<file path="src/verilog/imh_pkg.sv">
// Package: register map, field layout, timing and carrier types of the message host port
package imh_pkg;
	// Register indices; byte address on the bus is four times the index
	localparam logic [2:0] REG_STATUS   = 3'h0;
	localparam logic [2:0] REG_IDENTITY = 3'h1;
	localparam logic [2:0] REG_ATTRIB   = 3'h2;
	localparam logic [2:0] REG_IRQ_EN   = 3'h3;
	localparam logic [2:0] REG_MSG_PORT = 3'h4;
	localparam logic [2:0] REG_ERR_PORT = 3'h5;
	localparam logic [2:0] REG_TERMINATE = 3'h7;

	// Status bit positions
	localparam int ST_TX_ROOM  = 0;
	localparam int ST_RX_MSG   = 1;
	localparam int ST_TX_FAIL  = 2;
	localparam int ST_SETUP    = 7;

	// Interrupt enable bit positions
	localparam int IE_TX_ROOM  = 0;
	localparam int IE_RX_MSG   = 1;
	localparam int IE_TX_FAIL  = 2;

	// Attribute register: only bits 6..4 are stored, the rest read as zero
	localparam logic [7:0] ATTRIB_MASK  = 8'h70;
	localparam logic [7:0] ATTRIB_RESET = 8'h00;

	// Error flags folded into the request identifier byte of the error packet
	localparam int ERR_RETRY_BIT   = 4;
	localparam int ERR_BUSERR_BIT  = 5;
	localparam int ERR_TIMEOUT_BIT = 6;
	localparam logic [7:0] REQ_ID_MASK = 8'h0F;

	// Packet constants
	localparam logic [7:0] PKT_BYTE_COUNT = 8'h04;
	localparam logic [7:0] MSG_TYPE_INT   = 8'h00;
	localparam logic [1:0] WIDTH_32       = 2'h3;
	localparam logic [1:0] XFER_ONE       = 2'h1;
	localparam logic [7:0] RESET_BYTE     = 8'h00;

	// End-of-interrupt blanking time and its cycle count at the 50 ns clock
	localparam int EOI_NS  = 200;
	localparam int CLK_NS  = 50;
	localparam int EOI_CYC = (EOI_NS / CLK_NS) < 1 ? 1 : (EOI_NS / CLK_NS);

	// Outgoing message-space write
	typedef struct packed {
		logic [31:0] req_word;   // Request phase: dest in [7:0], source in [15:8]
		logic [31:0] reply_word; // Reply phase: type in [7:0]
		logic [1:0]  width;      // Always 32-bit
		logic [1:0]  xfers;      // Always one data transfer
	} imh_sbus_req_t;

	// Outcome of an outgoing write, valid with done
	typedef struct packed {
		logic done;
		logic retry_expired;
		logic bus_error;
		logic timeout;
	} imh_sbus_result_t;

	// Incoming message-space write
	typedef struct packed {
		logic       valid;
		logic [7:0] dest;
		logic [7:0] source;
		logic [7:0] msg_type;
		logic       bus_error;
	} imh_sbus_in_t;
endpackage

</file>
<file path="src/verilog/imh_host_port.sv">
// Host register interface and message FIFOs of the interrupt message device
// Operation
// - Seven byte registers decoded at indices 0-5,7
// - Status write soft-resets after bus transfer ends
// - Status bit0 set while transmit buffer has room
// - Status bit1 set while receive FIFO nonempty
// - Status bit2 flags failed last transmit attempt
// - Status bit7 set once identity written
// - Stored identity filters incoming message destinations
// - Identity reads return stored value after setup
// - Identity write after setup blanks interrupt 200ns
// - Attributes writable only before setup, always readable
// - Width fields and bit7 read as zero
// - Three interrupt enables, cleared by any reset
// - Interrupt asserted on any enabled status condition
// - Terminate read pops receive FIFO packet
// - Terminate write starts the outgoing send
// - Data port writes transmit, reads receive
// - Receive read sequence: count 4, four bytes
// - Extra data reads never move FIFO pointers
// - Outgoing write is 32-bit, one transfer
// - Request/reply bytes carry ids and type 00H
// - Error packet repeats message with failure flags
// - Error port: count 4, four bytes, write ends
// - No bus activity before setup completes
// - Errored or nonzero-type incoming messages discarded
// - Soft reset drops the interrupt output
//
// Our own choice: the Avalon-MM interface to the registers.
`timescale 1ns/10ps
module imh_host_port
	import imh_pkg::*;
#(
	parameter int RX_DEPTH = 4
)(
	// Clock and reset
	input  wire logic             mclk,
	input  wire logic             resetn,
	// Avalon-MM slave, word addressed
	input  wire logic [2:0]       avs_address,
	input  wire logic             avs_read,
	input  wire logic             avs_write,
	input  wire logic [31:0]      avs_writedata,
	output logic      [31:0]      avs_readdata,
	output logic                  avs_waitrequest,
	// Host interrupt
	output logic                  host_irq_out,
	output logic                  irq_end_pulse,
	// System bus, outgoing messages
	output logic                  sbus_req_valid,
	output imh_sbus_req_t         sbus_req,
	input  wire imh_sbus_result_t sbus_result,
	// System bus, incoming messages
	input  wire imh_sbus_in_t     sbus_in,
	output logic                  sbus_in_accept
);

	localparam int PW = (RX_DEPTH > 1) ? $clog2(RX_DEPTH) : 1;

	if (RX_DEPTH < 1)
	begin : g_chk
		$error("RX_DEPTH must be at least one");
	end

	if (EOI_CYC > 15)
	begin : g_eoi_chk
		$error("EOI_CYC must fit the four-bit blanking counter");
	end

	// Bus slave state
	logic              ack;
	logic              acc_read;
	logic              acc_write;
	logic              soft_rst;
	logic [7:0]        wbyte;
	logic [7:0]        next_rdata;
	// Configuration and status
	logic              setup_complete;
	logic [7:0]        host_id;
	logic [7:0]        attrib;
	logic [2:0]        irq_en;
	logic              tx_failure_flag;
	logic              tx_fifo_has_room;
	logic              rx_fifo_has_msg;
	logic [7:0]        status_byte;
	// Transmit buffer
	logic [7:0]        tx_byte [4];
	logic [2:0]        tx_wr_idx;
	logic              tx_pending;
	// Error packet
	logic [7:0]        err_byte [4];
	logic [2:0]        err_rd_idx;
	// Receive FIFO
	logic [15:0]       rx_mem [RX_DEPTH];
	logic [PW-1:0]     rx_wr_ptr;
	logic [PW-1:0]     rx_rd_ptr;
	logic [PW:0]       rx_count;
	logic [2:0]        rx_rd_idx;
	logic              rx_push;
	logic              rx_pop;
	// End-of-interrupt blanking
	logic [3:0]        eoi_cnt;

	// One wait cycle on every access, so read data comes from a flop.
	// A status write also waits while a bus transfer is in flight.
	assign avs_waitrequest = (avs_read | avs_write)
		& (~ack | (avs_write & avs_address == REG_STATUS & tx_pending & sbus_req_valid));
	assign acc_read  = avs_read & ~avs_waitrequest;
	assign acc_write = avs_write & ~avs_waitrequest;
	assign wbyte     = avs_writedata[7:0];
	assign soft_rst  = acc_write & avs_address == REG_STATUS;

	// Wait-state flop: set in the first cycle, cleared when the access completes
	always_ff @(posedge mclk or negedge resetn)
	begin
		if (!resetn)
			ack <= 1'b0;
		else
			ack <= (avs_read | avs_write) & avs_waitrequest;
	end

	// Status composition
	assign tx_fifo_has_room = ~tx_pending;
	assign rx_fifo_has_msg  = (rx_count != '0);
	always_comb
	begin
		status_byte              = 8'h00;
		status_byte[ST_TX_ROOM]  = tx_fifo_has_room;
		status_byte[ST_RX_MSG]   = rx_fifo_has_msg;
		status_byte[ST_TX_FAIL]  = tx_failure_flag;
		status_byte[ST_SETUP]    = setup_complete;
	end

	// Read multiplexer; unmapped index 6 reads zero
	always_comb
	begin
		next_rdata = 8'h00;
		unique case (avs_address)
			REG_STATUS:    next_rdata = status_byte;
			REG_IDENTITY:  next_rdata = host_id;
			REG_ATTRIB:    next_rdata = attrib & ATTRIB_MASK;
			REG_IRQ_EN:    next_rdata = {5'h00, irq_en};
			REG_MSG_PORT:
			begin
				// Count first, then the packet; type is always zero, last byte reads zero
				if (rx_rd_idx == 3'h0)
					next_rdata = PKT_BYTE_COUNT;
				else if (rx_rd_idx == 3'h1)
					next_rdata = rx_mem[rx_rd_ptr][7:0];
				else if (rx_rd_idx == 3'h2)
					next_rdata = rx_mem[rx_rd_ptr][15:8];
				else
					next_rdata = 8'h00;
			end
			REG_ERR_PORT:
			begin
				if (err_rd_idx == 3'h0)
					next_rdata = PKT_BYTE_COUNT;
				else if (err_rd_idx <= 3'h4)
					next_rdata = err_byte[err_rd_idx[1:0] - 2'h1];
				else
					next_rdata = 8'h00;
			end
			default:       next_rdata = 8'h00;
		endcase
	end

	// Read data is captured during the wait cycle, stands through the completing edge
	always_ff @(posedge mclk or negedge resetn)
	begin
		if (!resetn)
			avs_readdata <= 32'h0000_0000;
		else if (avs_read & ~ack)
			avs_readdata <= {24'h00_0000, next_rdata};
	end

	// Setup state, identity and attributes; a soft reset returns to setup mode
	always_ff @(posedge mclk or negedge resetn)
	begin
		if (!resetn)
		begin
			setup_complete <= 1'b0;
			host_id        <= 8'h00;
			attrib         <= ATTRIB_RESET;
		end
		else if (soft_rst)
		begin
			setup_complete <= 1'b0;
			attrib         <= ATTRIB_RESET;
		end
		else if (acc_write & ~setup_complete)
		begin
			if (avs_address == REG_IDENTITY)
			begin
				host_id        <= wbyte;
				setup_complete <= 1'b1;
			end
			if (avs_address == REG_ATTRIB)
				attrib <= wbyte & ATTRIB_MASK;
		end
	end

	// Interrupt enables
	always_ff @(posedge mclk or negedge resetn)
	begin
		if (!resetn)
			irq_en <= 3'h0;
		else if (soft_rst)
			irq_en <= 3'h0;
		else if (acc_write & avs_address == REG_IRQ_EN)
			irq_en <= wbyte[2:0];
	end

	// Transmit buffer: one message, loaded byte by byte, armed by terminate write.
	// Bytes beyond the fourth are dropped; unwritten bytes keep their old value.
	always_ff @(posedge mclk or negedge resetn)
	begin
		if (!resetn)
		begin
			tx_wr_idx  <= 3'h0;
			tx_pending <= 1'b0;
			for (int i = 0; i < 4; i++)
				tx_byte[i] <= 8'h00;
		end
		else if (soft_rst)
		begin
			tx_wr_idx  <= 3'h0;
			tx_pending <= 1'b0;
		end
		else
		begin
			if (acc_write & avs_address == REG_MSG_PORT & ~tx_pending & tx_wr_idx < 3'h4)
			begin
				tx_byte[tx_wr_idx[1:0]] <= wbyte;
				tx_wr_idx               <= tx_wr_idx + 3'h1;
			end
			if (acc_write & avs_address == REG_TERMINATE & ~tx_pending)
			begin
				tx_pending <= 1'b1;
				tx_wr_idx  <= 3'h0;
			end
			else if (sbus_req_valid & sbus_result.done)
				tx_pending <= 1'b0;
		end
	end

	// Outgoing request is only offered once setup is complete
	assign sbus_req_valid = tx_pending & setup_complete;
	// Whole request in one assignment, so the struct has a single driver;
	// the upper request bytes carry no meaning and are sent as zero
	assign sbus_req = {
		{16'h0000, tx_byte[1], tx_byte[0]},
		{16'h0000, 8'h00, MSG_TYPE_INT},
		WIDTH_32,
		XFER_ONE};

	// Failure flag and error packet capture on a failed transfer
	always_ff @(posedge mclk or negedge resetn)
	begin
		if (!resetn)
		begin
			tx_failure_flag <= 1'b0;
			for (int i = 0; i < 4; i++)
				err_byte[i] <= 8'h00;
		end
		else if (soft_rst)
			tx_failure_flag <= 1'b0;
		else if (sbus_req_valid & sbus_result.done)
		begin
			tx_failure_flag <= sbus_result.retry_expired | sbus_result.bus_error
				| sbus_result.timeout;
			if (sbus_result.retry_expired | sbus_result.bus_error | sbus_result.timeout)
			begin
				err_byte[0] <= tx_byte[0];
				err_byte[1] <= tx_byte[1];
				err_byte[2] <= MSG_TYPE_INT;
				err_byte[3] <= (tx_byte[3] & REQ_ID_MASK)
					| ({7'h00, sbus_result.retry_expired} << ERR_RETRY_BIT)
					| ({7'h00, sbus_result.bus_error} << ERR_BUSERR_BIT)
					| ({7'h00, sbus_result.timeout} << ERR_TIMEOUT_BIT);
			end
		end
	end

	// Error port read position; a write to the port ends the retrieval
	always_ff @(posedge mclk or negedge resetn)
	begin
		if (!resetn)
			err_rd_idx <= 3'h0;
		else if (soft_rst)
			err_rd_idx <= 3'h0;
		else if (acc_write & avs_address == REG_ERR_PORT)
			err_rd_idx <= 3'h0;
		else if (acc_read & avs_address == REG_ERR_PORT & err_rd_idx < 3'h5)
			err_rd_idx <= err_rd_idx + 3'h1;
	end

	// Incoming filter: own identity, type zero, no bus error, room left
	assign sbus_in_accept = sbus_in.valid & setup_complete & ~soft_rst
		& sbus_in.dest == host_id
		& sbus_in.msg_type == MSG_TYPE_INT & ~sbus_in.bus_error
		& (rx_count < (PW+1)'(RX_DEPTH));
	assign rx_push = sbus_in_accept;
	assign rx_pop  = acc_read & avs_address == REG_TERMINATE & rx_fifo_has_msg;

	// Receive FIFO storage; the destination byte is the local identity by construction
	always_ff @(posedge mclk)
	begin
		if (rx_push)
			rx_mem[rx_wr_ptr] <= {sbus_in.source, sbus_in.dest};
	end

	// Receive pointers, count and read position
	always_ff @(posedge mclk or negedge resetn)
	begin
		if (!resetn)
		begin
			rx_wr_ptr <= '0;
			rx_rd_ptr <= '0;
			rx_count  <= '0;
			rx_rd_idx <= 3'h0;
		end
		else if (soft_rst)
		begin
			rx_wr_ptr <= '0;
			rx_rd_ptr <= '0;
			rx_count  <= '0;
			rx_rd_idx <= 3'h0;
		end
		else
		begin
			if (rx_push)
				rx_wr_ptr <= (rx_wr_ptr == PW'(RX_DEPTH - 1)) ? '0 : rx_wr_ptr + 1'b1;
			if (rx_pop)
				rx_rd_ptr <= (rx_rd_ptr == PW'(RX_DEPTH - 1)) ? '0 : rx_rd_ptr + 1'b1;
			if (rx_push & ~rx_pop)
				rx_count <= rx_count + 1'b1;
			else if (rx_pop & ~rx_push)
				rx_count <= rx_count - 1'b1;
			if (acc_read & avs_address == REG_TERMINATE)
				rx_rd_idx <= 3'h0;
			else if (acc_read & avs_address == REG_MSG_PORT & rx_rd_idx < 3'h5)
				rx_rd_idx <= rx_rd_idx + 3'h1;
		end
	end

	// End-of-interrupt blanking counter, started by an identity write after setup
	always_ff @(posedge mclk or negedge resetn)
	begin
		if (!resetn)
			eoi_cnt <= 4'h0;
		else if (acc_write & avs_address == REG_IDENTITY & setup_complete)
			eoi_cnt <= 4'(EOI_CYC);
		else if (eoi_cnt != 4'h0)
			eoi_cnt <= eoi_cnt - 4'h1;
	end
	assign irq_end_pulse = (eoi_cnt != 4'h0);

	// Interrupt output from a flop; enables cleared by soft reset drop it too.
	// The flop lags the counter by a cycle, so release one count early to keep
	// the blanking at EOI_CYC cycles rather than one more.
	always_ff @(posedge mclk or negedge resetn)
	begin
		if (!resetn)
			host_irq_out <= 1'b0;
		else if (soft_rst)
			host_irq_out <= 1'b0;
		else
			host_irq_out <= (eoi_cnt <= 4'h1)
				& ~(acc_write & avs_address == REG_IDENTITY & setup_complete)
				& ((irq_en[IE_TX_ROOM] & tx_fifo_has_room)
				| (irq_en[IE_RX_MSG] & rx_fifo_has_msg)
				| (irq_en[IE_TX_FAIL] & tx_failure_flag));
	end

endmodule

</file>
<file path="config.mk">
export PLATFORM = sky130hd
export DESIGN_NAME = imh_host_port
export DESIGN_NICKNAME = d
export VERILOG_FILES = /design/src/verilog/imh_pkg.sv /design/src/verilog/imh_host_port.sv
export SDC_FILE = /design/constraint.sdc
export NUM_CORES = 1
export LEC_CHECK = 0
export ABC_AREA = 1
export ABC_CLOCK_PERIOD_IN_PS = 2500
export BUFFER_PORTS_ARGS = -buffer_cell sky130_fd_sc_hd__buf_2
export CAP_MARGIN = 20
export CORE_MARGIN = 5
export CORE_UTILIZATION = 30
export DETAILED_ROUTE_END_ITERATION = 16
export PLACE_DENSITY_LB_ADDON = 0.12
export REMOVE_ABC_BUFFERS = 1
export SYNTH_ARGS = -nofsm -noshare
export SYNTH_HDL_FRONTEND = slang
export SYNTH_SLANG_ARGS = --single-unit
</file>
<file path="constraint.sdc">
create_clock -name mclk -period 2.5 [get_ports mclk]
set_input_delay 0.125 -clock mclk [delete_from_list [all_inputs] [get_ports mclk]]
set_output_delay 0.125 -clock mclk [all_outputs]
set_load 0.02 [all_outputs]
</file>
After elaboration in Yosys (flattened, before gate mapping)
Memories as Yosys holds them, arrays and structs flattened.
Index checks and enable logic that the tools add are counted.
- magnitude comparators: 9
- reduce and logical (&&, ||, !) cells: 25
- $add $sub $neg: 9
- bitwise gates (word level): 60
- muxes and demuxes: 48
- eq/ne operators: 11
- operators by type and width (kind ; number):
    8-bit two-way mux ; 8
    8-bit case mux with 6 select lines ; 1
    3-bit two-way mux ; 14
    1-bit bitwise AND ; 40
    32-bit bitwise mux ; 1
    7-bit two-way mux ; 3
    3-bit nonzero test ; 6
    8-bit binary-select mux with 2-bit select ; 1
    8-bit demux with 2-bit select ; 1
    2-bit nonzero test ; 8
    3-bit by 1-bit adder with 3-bit output (second input constant) ; 4
    3-bit < comparator (second input constant) ; 4
    2-bit two-way mux ; 6
    1-bit two-way mux ; 11
    3-bit by 2-bit == test with 1-bit output (second input constant) ; 3
    3-bit == test (second input constant) ; 3
    3-bit logical NOT ; 3
    1-bit inverter ; 9
    8-bit == test ; 1
    8-bit logical NOT ; 1
    4-bit two-way mux ; 2
    6-bit by 7-bit OR with 7-bit output ; 1
    3-bit by 1-bit == test with 1-bit output (second input constant) ; 2
    3-bit greater-or-equal comparator (second input constant) ; 2
    other kinds (16) ; 27
- memories kept: 1
- register bits: 107
- logic and storage cells: 186
- memory bits (writable): 64
- memories (name ; depth ; bits a word ; read ports ; clocked after Yosys merged registers in ; write ports ; line ; RTL):
    rx_mem ; 4 ; 16 ; 1 ; 0 ; 1 ; imh_host_port.sv:94 ; logic [15:0] rx_mem [RX_DEPTH];

Logic depth before layout (Yosys ltp)
Gate-level depths: netlist of run 1.
- word-level depth: 20
- depth in mapped cells: 13
- mapped depth without buffers: 13

Worst setup path after synthesis of run 1
OpenSTA, ideal clock, no wires.
- path kind: flip-flop to flip-flop
- start: register setup_complete
- end: memory rx_mem[0][0] (enable)
- setup slack: 0.395 ns
- required time: 2.111 ns
- clock period less this slack: 2.105 ns
- path buffers: 0
- setup time: 0.389 ns
- data arrival time: 1.716 ns
- stages on the path, launching flop included: 5
- cells stage by stage: dfrtp_1 > nand4_1 > nor3_1 > nand4_1 > nor2_1
- longest elaborated chain between the ends: 15
- elaborated cells between the ends (all ways): 16
- classes of those cells: mux (2); bitwise (14)
- RTL lines (element ; line ; RTL):
    from (decl) ; imh_host_port.sv:78 ; logic setup_complete;
    from (signal assigned) ; imh_host_port.sv:182 ; setup_complete <= 1'b0;
    from (signal assigned) ; imh_host_port.sv:188 ; setup_complete <= 1'b0;
    from (signal assigned) ; imh_host_port.sv:196 ; setup_complete <= 1'b1;
    1-bit bitwise AND ; imh_host_port.sv:248 ; assign sbus_req_valid = tx_pending & setup_complete;
    1-bit bitwise AND ; imh_host_port.sv:107 ; & (~ack | (avs_write & avs_address == REG_STATUS & tx_pending & sbus_req_valid));
    1-bit OR ; imh_host_port.sv:107 ;
    1-bit bitwise AND ; imh_host_port.sv:107 ;
    1-bit inverter ; imh_host_port.sv:109 ; assign acc_write = avs_write & ~avs_waitrequest;
    1-bit bitwise AND ; imh_host_port.sv:109 ;
    1-bit bitwise AND ; imh_host_port.sv:111 ; assign soft_rst = acc_write & avs_address == REG_STATUS;
    1-bit inverter (no line) ; n/a ;
    1-bit bitwise AND * ; imh_host_port.sv:299 ; assign sbus_in_accept = sbus_in.valid & setup_complete & ~soft_rst
    1-bit bitwise AND * ; imh_host_port.sv:300 ; & sbus_in.dest == host_id
    1-bit bitwise AND * (2 in series) ; imh_host_port.sv:301 ; & sbus_in.msg_type == MSG_TYPE_INT & ~sbus_in.bus_error
    1-bit bitwise AND * ; imh_host_port.sv:302 ; & (rx_count < (PW+1)'(RX_DEPTH));
    1-bit two-way mux * ; imh_host_port.sv:309 ; if (rx_push)
    1-bit two-way mux (implied by the code) * ; imh_host_port.sv:310 ; rx_mem[rx_wr_ptr] <= {sbus_in.source, sbus_in.dest};
    to (decl) ; imh_host_port.sv:94 ;
Every way passes the cells marked *; elsewhere a longest branch is shown, timed or not.

Worst setup path after layout of run 1
- start: register setup_complete
- end: output port sbus_in_accept
- longest elaborated chain between the ends: 13
- elaborated cells between the ends (all ways): 14
- classes of those cells: bitwise (14)
- RTL lines (element ; line ; RTL):
    1-bit bitwise AND ; imh_host_port.sv:248 ;
    1-bit bitwise AND ; imh_host_port.sv:107 ;
    1-bit OR ; imh_host_port.sv:107 ;
    1-bit bitwise AND ; imh_host_port.sv:107 ;
    1-bit inverter ; imh_host_port.sv:109 ;
    1-bit bitwise AND ; imh_host_port.sv:109 ;
    1-bit bitwise AND ; imh_host_port.sv:111 ;
    1-bit inverter (no line) ; n/a ;
    1-bit bitwise AND * ; imh_host_port.sv:299 ;
    1-bit bitwise AND * ; imh_host_port.sv:300 ;
    1-bit bitwise AND * (2 in series) ; imh_host_port.sv:301 ;
    1-bit bitwise AND * ; imh_host_port.sv:302 ;
    to (decl) ; imh_host_port.sv:55 ; output logic sbus_in_accept
Marked as above.

==> run_results.csv, run 1 <==
group,metric,value,unit
floorplan,ios,174,
grt,antenna_found_initial,0,
timing,relSlewSlack,60.0,%
timing,period_minus_slack,2.07,ns
detailed_routing,initialDrtViolationCount,362,
worst_setup_path,cp_cell_sequence,"buf_4, nand4_1, nor3_1, nand4_1, buf_4, inv_2, buf_2",
detailed_routing,ant_nets,0,
power_and_ir_drop,peakVddDrop,0.332,mV
place,port_buffers,73,
cells_and_area,area_growth,16.9,%
clocking,insertion_delay,0.43,ns
worst_setup_path,critPathLaunchType,"register",
floorplan,num_rows,59,
grt,grtUsageTotal,13.9,%
worst_setup_path,end_kind,"primary output",
yosys,synth_compound_area_share,10.8,%
worst_setup_path,regToRegStartpoint,"tx_pending",
worst_setup_path,reg2reg_depth,12,
yosys,synth-xor-area-share,0.223,%
timing,max_freq,484,MHz
floorplan,core,25900,um^2
detailed_routing,vias,5688,
floorplan,die_w,172,um
grt,grt_pass1_wl,31.3,mm
clocking,h-tree-depth,4,
power_and_ir_drop,p_leak,4.34,nW
worst_setup_path,cp-endpoint,"sbus_in_accept",
worst_setup_path,r2r-end,"rx_count[2]",
yosys,ys_warn_count,0,
detailed_routing,via_per_inst,4.35,
timing,setup_ws,0.433,ns
yosys,yosysUniqueCellTypes,40,
power_and_ir_drop,totalPowerFinal,8.86,mW
worst_setup_path,worstSetupPathType,"register to primary output",
worst_setup_path,critical_path_depth,7,
timing,slew_violations,0,
grt,grt_pass1_vias,5445,
timing,hold_viol,0,
clocking,cts_root_buffer,"clkbuf_16",
timing,final.setup.tns,0,ns
worst_setup_path,critPathLaunch,"setup_complete",
yosys,synthAdderAreaFrac,2.96,%
status,status,"completed",
worst_setup_path,worst-path-buf-inv,4,
grt,grt_max_degree,39,
floorplan,dieArea,29500,um^2
detailed_routing,drt_first_pass_iters,7,
floorplan,start_util,30.3,%
cells_and_area,layout-drive-gt1-share,15.8,%
cells_and_area,utilization,35.4,%
detailed_routing,drc,0,
grt,grt_overflow,0,
place,gp_congestion,0.781,
worst_setup_path,worstPathMaxFanout,6,
worst_setup_path,reg2reg_setup_slack,0.48,ns
clocking,cts_resized,0,
detailed_routing,wl_per_cell,15.4,um
floorplan,die_h,172,um
timing,worstMarginPinSlew,0.599,ns
clocking,clkSinkCount,154,
yosys,synth.mux.area_fraction,1.86,%
place,dp_hpwl,14.8,mm
worst_setup_path,worst_ep_required_time,2.38,ns
job,maxCapViolCount,0,
yosys,netlist_area,7850,um^2
timing,finClkSkew,0.00946,ns
clocking,cts_tree,"yes",
yosys,avgSynthCellArea,9.20,um^2
timing,min_period_over_period,82.7,%
worst_setup_path,worst_path_max_delay_cell,"dfrtp_1",
worst_hold_path,hold_path_class,"primary input to register",
worst_setup_path,slowest_delay,0.36,ns
yosys,synth_top_family_by_area,"simple AND/OR/NAND/NOR gates",
timing,rsz0062_at_grt,"no",
cells_and_area,final_nets,1048,
timing,setup-violations-final,0,
worst_setup_path,crit_family,"buffers and inverters",
worst_setup_path,crit_arrival,1.94,ns
detailed_routing,finalWirelength,20.2,mm
yosys,synthSimpleGateAreaFrac,16.0,%
yosys,ys_seq_elements,154,
yosys,yosysSeqAreaShare,53.1,%
clocking,numCtsBuffers,17,
clocking,clockBufferDepth,2,
yosys,synthCells,854,
clocking,clk_pin_slew,0.07,ns
place,post-place-ws,0.477,ns
cells_and_area,diodes,0,
power_and_ir_drop,p_per_area,965,nW/um^2
[how the worst min path moves through the flow]
stage	from	endpoint	cells after the start
2_1_floorplan	resetn	ack	0
3_3_place_gp	resetn	host_irq_out	1
3_5_place_dp	resetn	host_irq_out	1
4_1_cts	sbus_result[3]	err_byte[6]	5
5_1_grt	sbus_result[3]	err_byte[6]	5
6_report	sbus_result[3]	err_byte[6]	5
[worst register-to-register path: cells and delay by family (launching register included)]
| kind | cells | cell delay, ns |
|---|---|---|
| and+or+nand+nor | 10 | 1.05 |
| DFF | 1 | 0.44 |
| adders and majority gates | 1 | 0.37 |
| buffers and inverters | 1 | 0.05 |
[cells in the mapped netlist, drive strengths merged]
library cell	count	area share, %
a211oi	1	0.096
a21oi	38	2.4
a22oi	6	0.57
a31oi	1	0.080
buf	105	9.8
clkbuf	6	0.29
clkinv	1	0.048
conb	2	0.096
dfrtp	90	29
edfxtp	64	24
fa	1	0.25
ha	17	2.7
inv	101	4.8
mux2	13	1.9
nand2	158	7.7
nand2b	1	0.080
nand3	39	2.5
nand3b	1	0.096
nand4	10	0.88
nor2	75	3.9
nor3	11	0.70
o211ai	2	0.19
o21a	1	0.096
o21ai	90	5.7
o221ai	1	0.11
o22ai	11	0.88
o31ai	5	0.61
or2	1	0.080
xnor2	2	0.22
[sequential cells by signal, indices dropped and copies added, names as in the netlist, 4 cells and up]
name and cells:
err_byte 23, sbus_req 16, host_id 8, rx_mem 64, avs_readdata 8, tx_byte 4
eoi_cnt 4
[stage by stage]
stage | instances | hold WS, ns | cell area (um^2)
final | 1309 | 0.115 | 9180
after global routing | 1309 | 0.140 | 9180
after CTS | 1309 | 0.102 | 9180
after detailed placement | 1249 | 0.151 | 8330
after global placement | 1249 | 0.151 | 8330
after floorplan | 817 | -0.171 | 7340
[where the power goes]
part / switching, mW / internal [mW] / total (mW)
registers: 0.295 / 3.13 / 3.43
clock network: 1.19 / 1.33 / 2.53
logic: 1.92 / 0.985 / 2.91
[cell families after synthesis]
group,after synthesis
other cells,2
simple gates,296
xor+xnor,2
flops,154
buf+inv,213
fa+ha+maj,18
mux,13
compound gates,156
[cells in the final DEF, fill, tap and decap left out, drive strengths merged, types with 11 or more instances in the layout]
cell type and instances:
dlygate4sd3 28, nand3 39, nor2 75, edfxtp 64, clkbuf 17, o22ai 11
mux2 13, dfrtp 90, nand2 158, nor3 11, ha 17, a21oi 38
o21ai 90, inv 114, conb 76, buf 97
[cell type report]
cell class | count | area, um^2
Sequential cell | 154 | 4170
Inverter | 102 | 383
Clock buffer | 17 | 425
Fill cell | 2690 | 16700
Timing Repair Buffer | 125 | 841
Tap cell | 335 | 419
Multi-Input combinational cell | 561 | 2790
Clock inverter | 15 | 145
[what timing repair did]
| item | 4_1_cts | 5_1_grt |
|---|---|---|
| buffers inserted | 0 | 0 |
| endpoints found under the setup margin | 0 | 0 |
| hold endpoints to repair | 114 | 0 |
| hold buffers | 28 | 0 |
[routing by layer]
metal / global-route usage (%) / part of all wire [%]
met1: 20.0 / 48
met2: 21.8 / 45
met3: 2.57 / 6.2
met4: 3.38 / 0.81
met5: 0 / 0
No activity file was read; power rests on OpenSTA's default activity.
==> inputs of run 2 (changes only) <==
- ABC_AREA: 1 -> 0
- ABC_CLOCK_PERIOD_IN_PS: 2500 -> 1900
- clock period: 2.5 -> 1.9 ns (I/O delays scaled with it)
==> run_results.csv, run 2 <==
group,metric,value,unit
timing,min_period_over_period,111,%
clocking,clk_pin_slew,0.07,ns
status,violations,"setup timing",
cells_and_area,largest-register,"rx_mem",
worst_hold_path,hold_path_class,"primary input to register",
cells_and_area,area_growth,28.5,%
place,dp_hpwl,13.9,mm
yosys,netlist_area,7710,um^2
worst_setup_path,worstSetupPathType,"register to register",
clocking,clkSinkCount,154,
power_and_ir_drop,intPower,7.35,mW
timing,setup_ws,-0.209,ns
place,gp_congestion,0.771,
yosys,avgSynthCellArea,12.8,um^2
place,port_buffers,73,
detailed_routing,vias,4951,
yosys,synth_common_cells,"buf_4 (92), dfrtp_1 (90), edfxtp_1 (64), mux2_2 (46), nor2_1 (33)",
power_and_ir_drop,p_per_area,1090,nW/um^2
timing,hold_viol,0,
yosys,synth_edf_count,64,
yosys,ys_warn_count,0,
place,placed_cell_area,8610,um^2
floorplan,dieArea,29000,um^2
cells_and_area,utilization,39.2,%
cells_and_area,final_common_cell,"dfrtp_1",
detailed_routing,drt_first_pass_iters,4,
grt,antenna_found_initial,0,
power_and_ir_drop,p_sw,3.43,mW
detailed_routing,initialDrtViolationCount,217,
timing,relSlewSlack,63.0,%
worst_setup_path,crit_arrival,2.45,ns
clocking,cts_root_buffer,"clkbuf_16",
power_and_ir_drop,peakVddDrop,0.534,mV
floorplan,die_w,170,um
yosys,yosysMostFrequentCell,"buf_4",
grt,grt_max_degree,91,
worst_setup_path,worst_path_max_delay_cell,"dfrtp_1",
grt,grt_pass1_wl,28.9,mm
timing,setup-violations-final,70,
timing,slew_violations,0,
grt,grt_overflow,0,
clocking,clockBufferDepth,2,
yosys,yosysSeqAreaShare,54.2,%
power_and_ir_drop,p_leak,4.39,nW
timing,worstMarginPinSlew,0.552,ns
clocking,numCtsBuffers,17,
grt,grtUsageTotal,13.1,%
detailed_routing,finalWirelength,19.3,mm
cells_and_area,diodes,0,
power_and_ir_drop,p_seq_share,40.3,%
clocking,insertion_delay,0.42,ns
status,status,"complete, but fails checks",
job,maxCapViolCount,0,
grt,grt_pass1_vias,5098,
worst_setup_path,critPathLaunchType,"register",
yosys,synthCells,602,
detailed_routing,drc,0,
cells_and_area,final_area,9900,um^2
clocking,cts_tree,"yes",
cells_and_area,final_nets,850,
worst_setup_path,slowest_delay,0.39,ns
detailed_routing,wl_per_cell,17.4,um
yosys,synthFlopType,"dfrtp_1",
timing,rsz0062_at_grt,"yes",
cells_and_area,layout-drive-gt1-share,37.2,%
clocking,h-tree-depth,4,
worst_setup_path,reg2reg_setup_slack,-0.21,ns
floorplan,start_util,30.5,%
floorplan,num_rows,58,
yosys,synth_top_area_share,29.2,%
yosys,netlist_top_cells_area,"dfrtp_1 (29%), edfxtp_1 (25%), buf_4 (9.0%)",
worst_setup_path,worst_ep_required_time,2.24,ns
timing,finClkSkew,0.0140,ns
cells_and_area,mostFrequentLayoutCells,"dfrtp_1 (90), conb_1 (76), buf_2 (70)",
timing,period_minus_slack,2.11,ns
yosys,yosysUniqueCellTypes,58,
floorplan,die_h,170,um
floorplan,core,25300,um^2
detailed_routing,ant_nets,0,
power_and_ir_drop,p_comb_share,27.6,%
yosys,synthArstFlopShare,58.4,%
timing,max_freq,474,MHz
cells_and_area,largest_reg_flops,64,
power_and_ir_drop,swShare,31.8,%
worst_setup_path,worstPathMaxFanout,2,
power_and_ir_drop,pwr-share-clk,32.1,%
detailed_routing,via_per_inst,4.48,
worst_setup_path,cp_cell_sequence,"nor4bb_2, nand4_1, nor4_4, nor2b_2, fa_1, or4bb_1, a31oi_1",
yosys,ys_seq_elements,154,
floorplan,ios,174,
worst_setup_path,end_kind,"register",
yosys,yosysTopAreaCell,"dfrtp_1",
-- run 2: changes by cell type in the layout (fill, tap and decap cells not counted), moves of 32 or more --
cell,before,now
buf_4,24,64
inv_1,92,19
mux2_2,2,46
nand3_1,38,6
nor2_1,70,32
nand2_1,153,26
o21ai_0,63,12
-- run 2: final timing paths --
check,startpoint,endpoint,cells after the start
setup / recovery,rx_count[2],rx_count[2],7
hold / removal,avs_writedata[0],sbus_req[36],2
setup reg to reg,rx_count[2],rx_count[2],7
hold reg to reg,err_byte[5],err_byte[5],1
max in group asynchronous,resetn,host_id[6],3
min in group asynchronous,resetn,sbus_req[41],3
-- run 2: layout make-up --
class / count / area, um^2
clock inverter: 15 / 183
sequential: 154 / 4170
timing repair buffer: 183 / 1480
multi-input combinational: 388 / 3150
inverter: 19 / 71.3
clock buffer: 17 / 425
tap: 330 / 413
fill: 2439 / 15400
-- run 2: power groups by stage --
stage               logic (mW)  registers [mW]  clock network (mW)
floorplan                 1.39            4.54                   0
global placement          2.66            4.40                   0
detailed placement        2.72            4.42                   0
CTS                       2.90            4.36                3.55
global route              3.25            4.42                3.71
finish                    2.98            4.35                3.46
-- run 2: routing by layer --
metal / GRT usage [%] / share of wire (%) / vias up
li1: - / - / 2331
met1: 18.6 / 47 / 2457
met2: 20.9 / 46 / 154
met3: 2.62 / 6.0 / 9
met4: 3.09 / 0.67 / 0
met5: 0 / 0 / -
-- run 2: through the flow --
step           TNS [ns]  hold slack (ns)  cells  setup slack (ns)  power (mW)
6_report          -5.84           0.0160   1106            -0.209        10.8
5_1_grt          -12.26           0.0137   1106            -0.282        11.4
4_1_cts          -0.647          0.00269   1098            -0.198        10.8
3_5_place_dp      -9.30            0.187   1035            -0.306        7.14
3_3_place_gp      -2.36            0.188   1034            -0.260        7.06
2_1_floorplan    -52.83           -0.201    561            -0.684        5.93
-- run 2: logic make-up (layout without fill, tap and decap cells) --
family	after synthesis	in the layout	synth area share [%]
AO/OA/AOI/OAI	68	68	6.35
XOR/XNOR	16	16	1.82
adder cells (fa/ha/maj)	19	19	3.15
buffers and inverters	134	234	11.2
flip-flops	154	154	54.2
multiplexers	88	88	14.8
other	2	76	0.0974
AND/OR/NAND/NOR	121	121	8.43
-- run 2: timing repair --
action / in CTS / in global routing
pin swaps: 10 / 5
setup endpoints to repair: 101 / 101
hold buffers: 25 / 0
resized for setup: 36 / 30
setup buffers: 3 / 7
gates cloned: 4 / 2
endpoints found under the hold margin: 169 / 0
-- run 2: critical path, delay by kind of cell, from the launching register on --
| kind | cells | cell delay [ns] |
|---|---|---|
| AND/OR/NAND/NOR | 5 | 1.28 |
| adder cells (fa/ha/maj) | 1 | 0.18 |
| AO/OA/AOI/OAI | 1 | 0.18 |
| flip-flops | 1 | 0.39 |
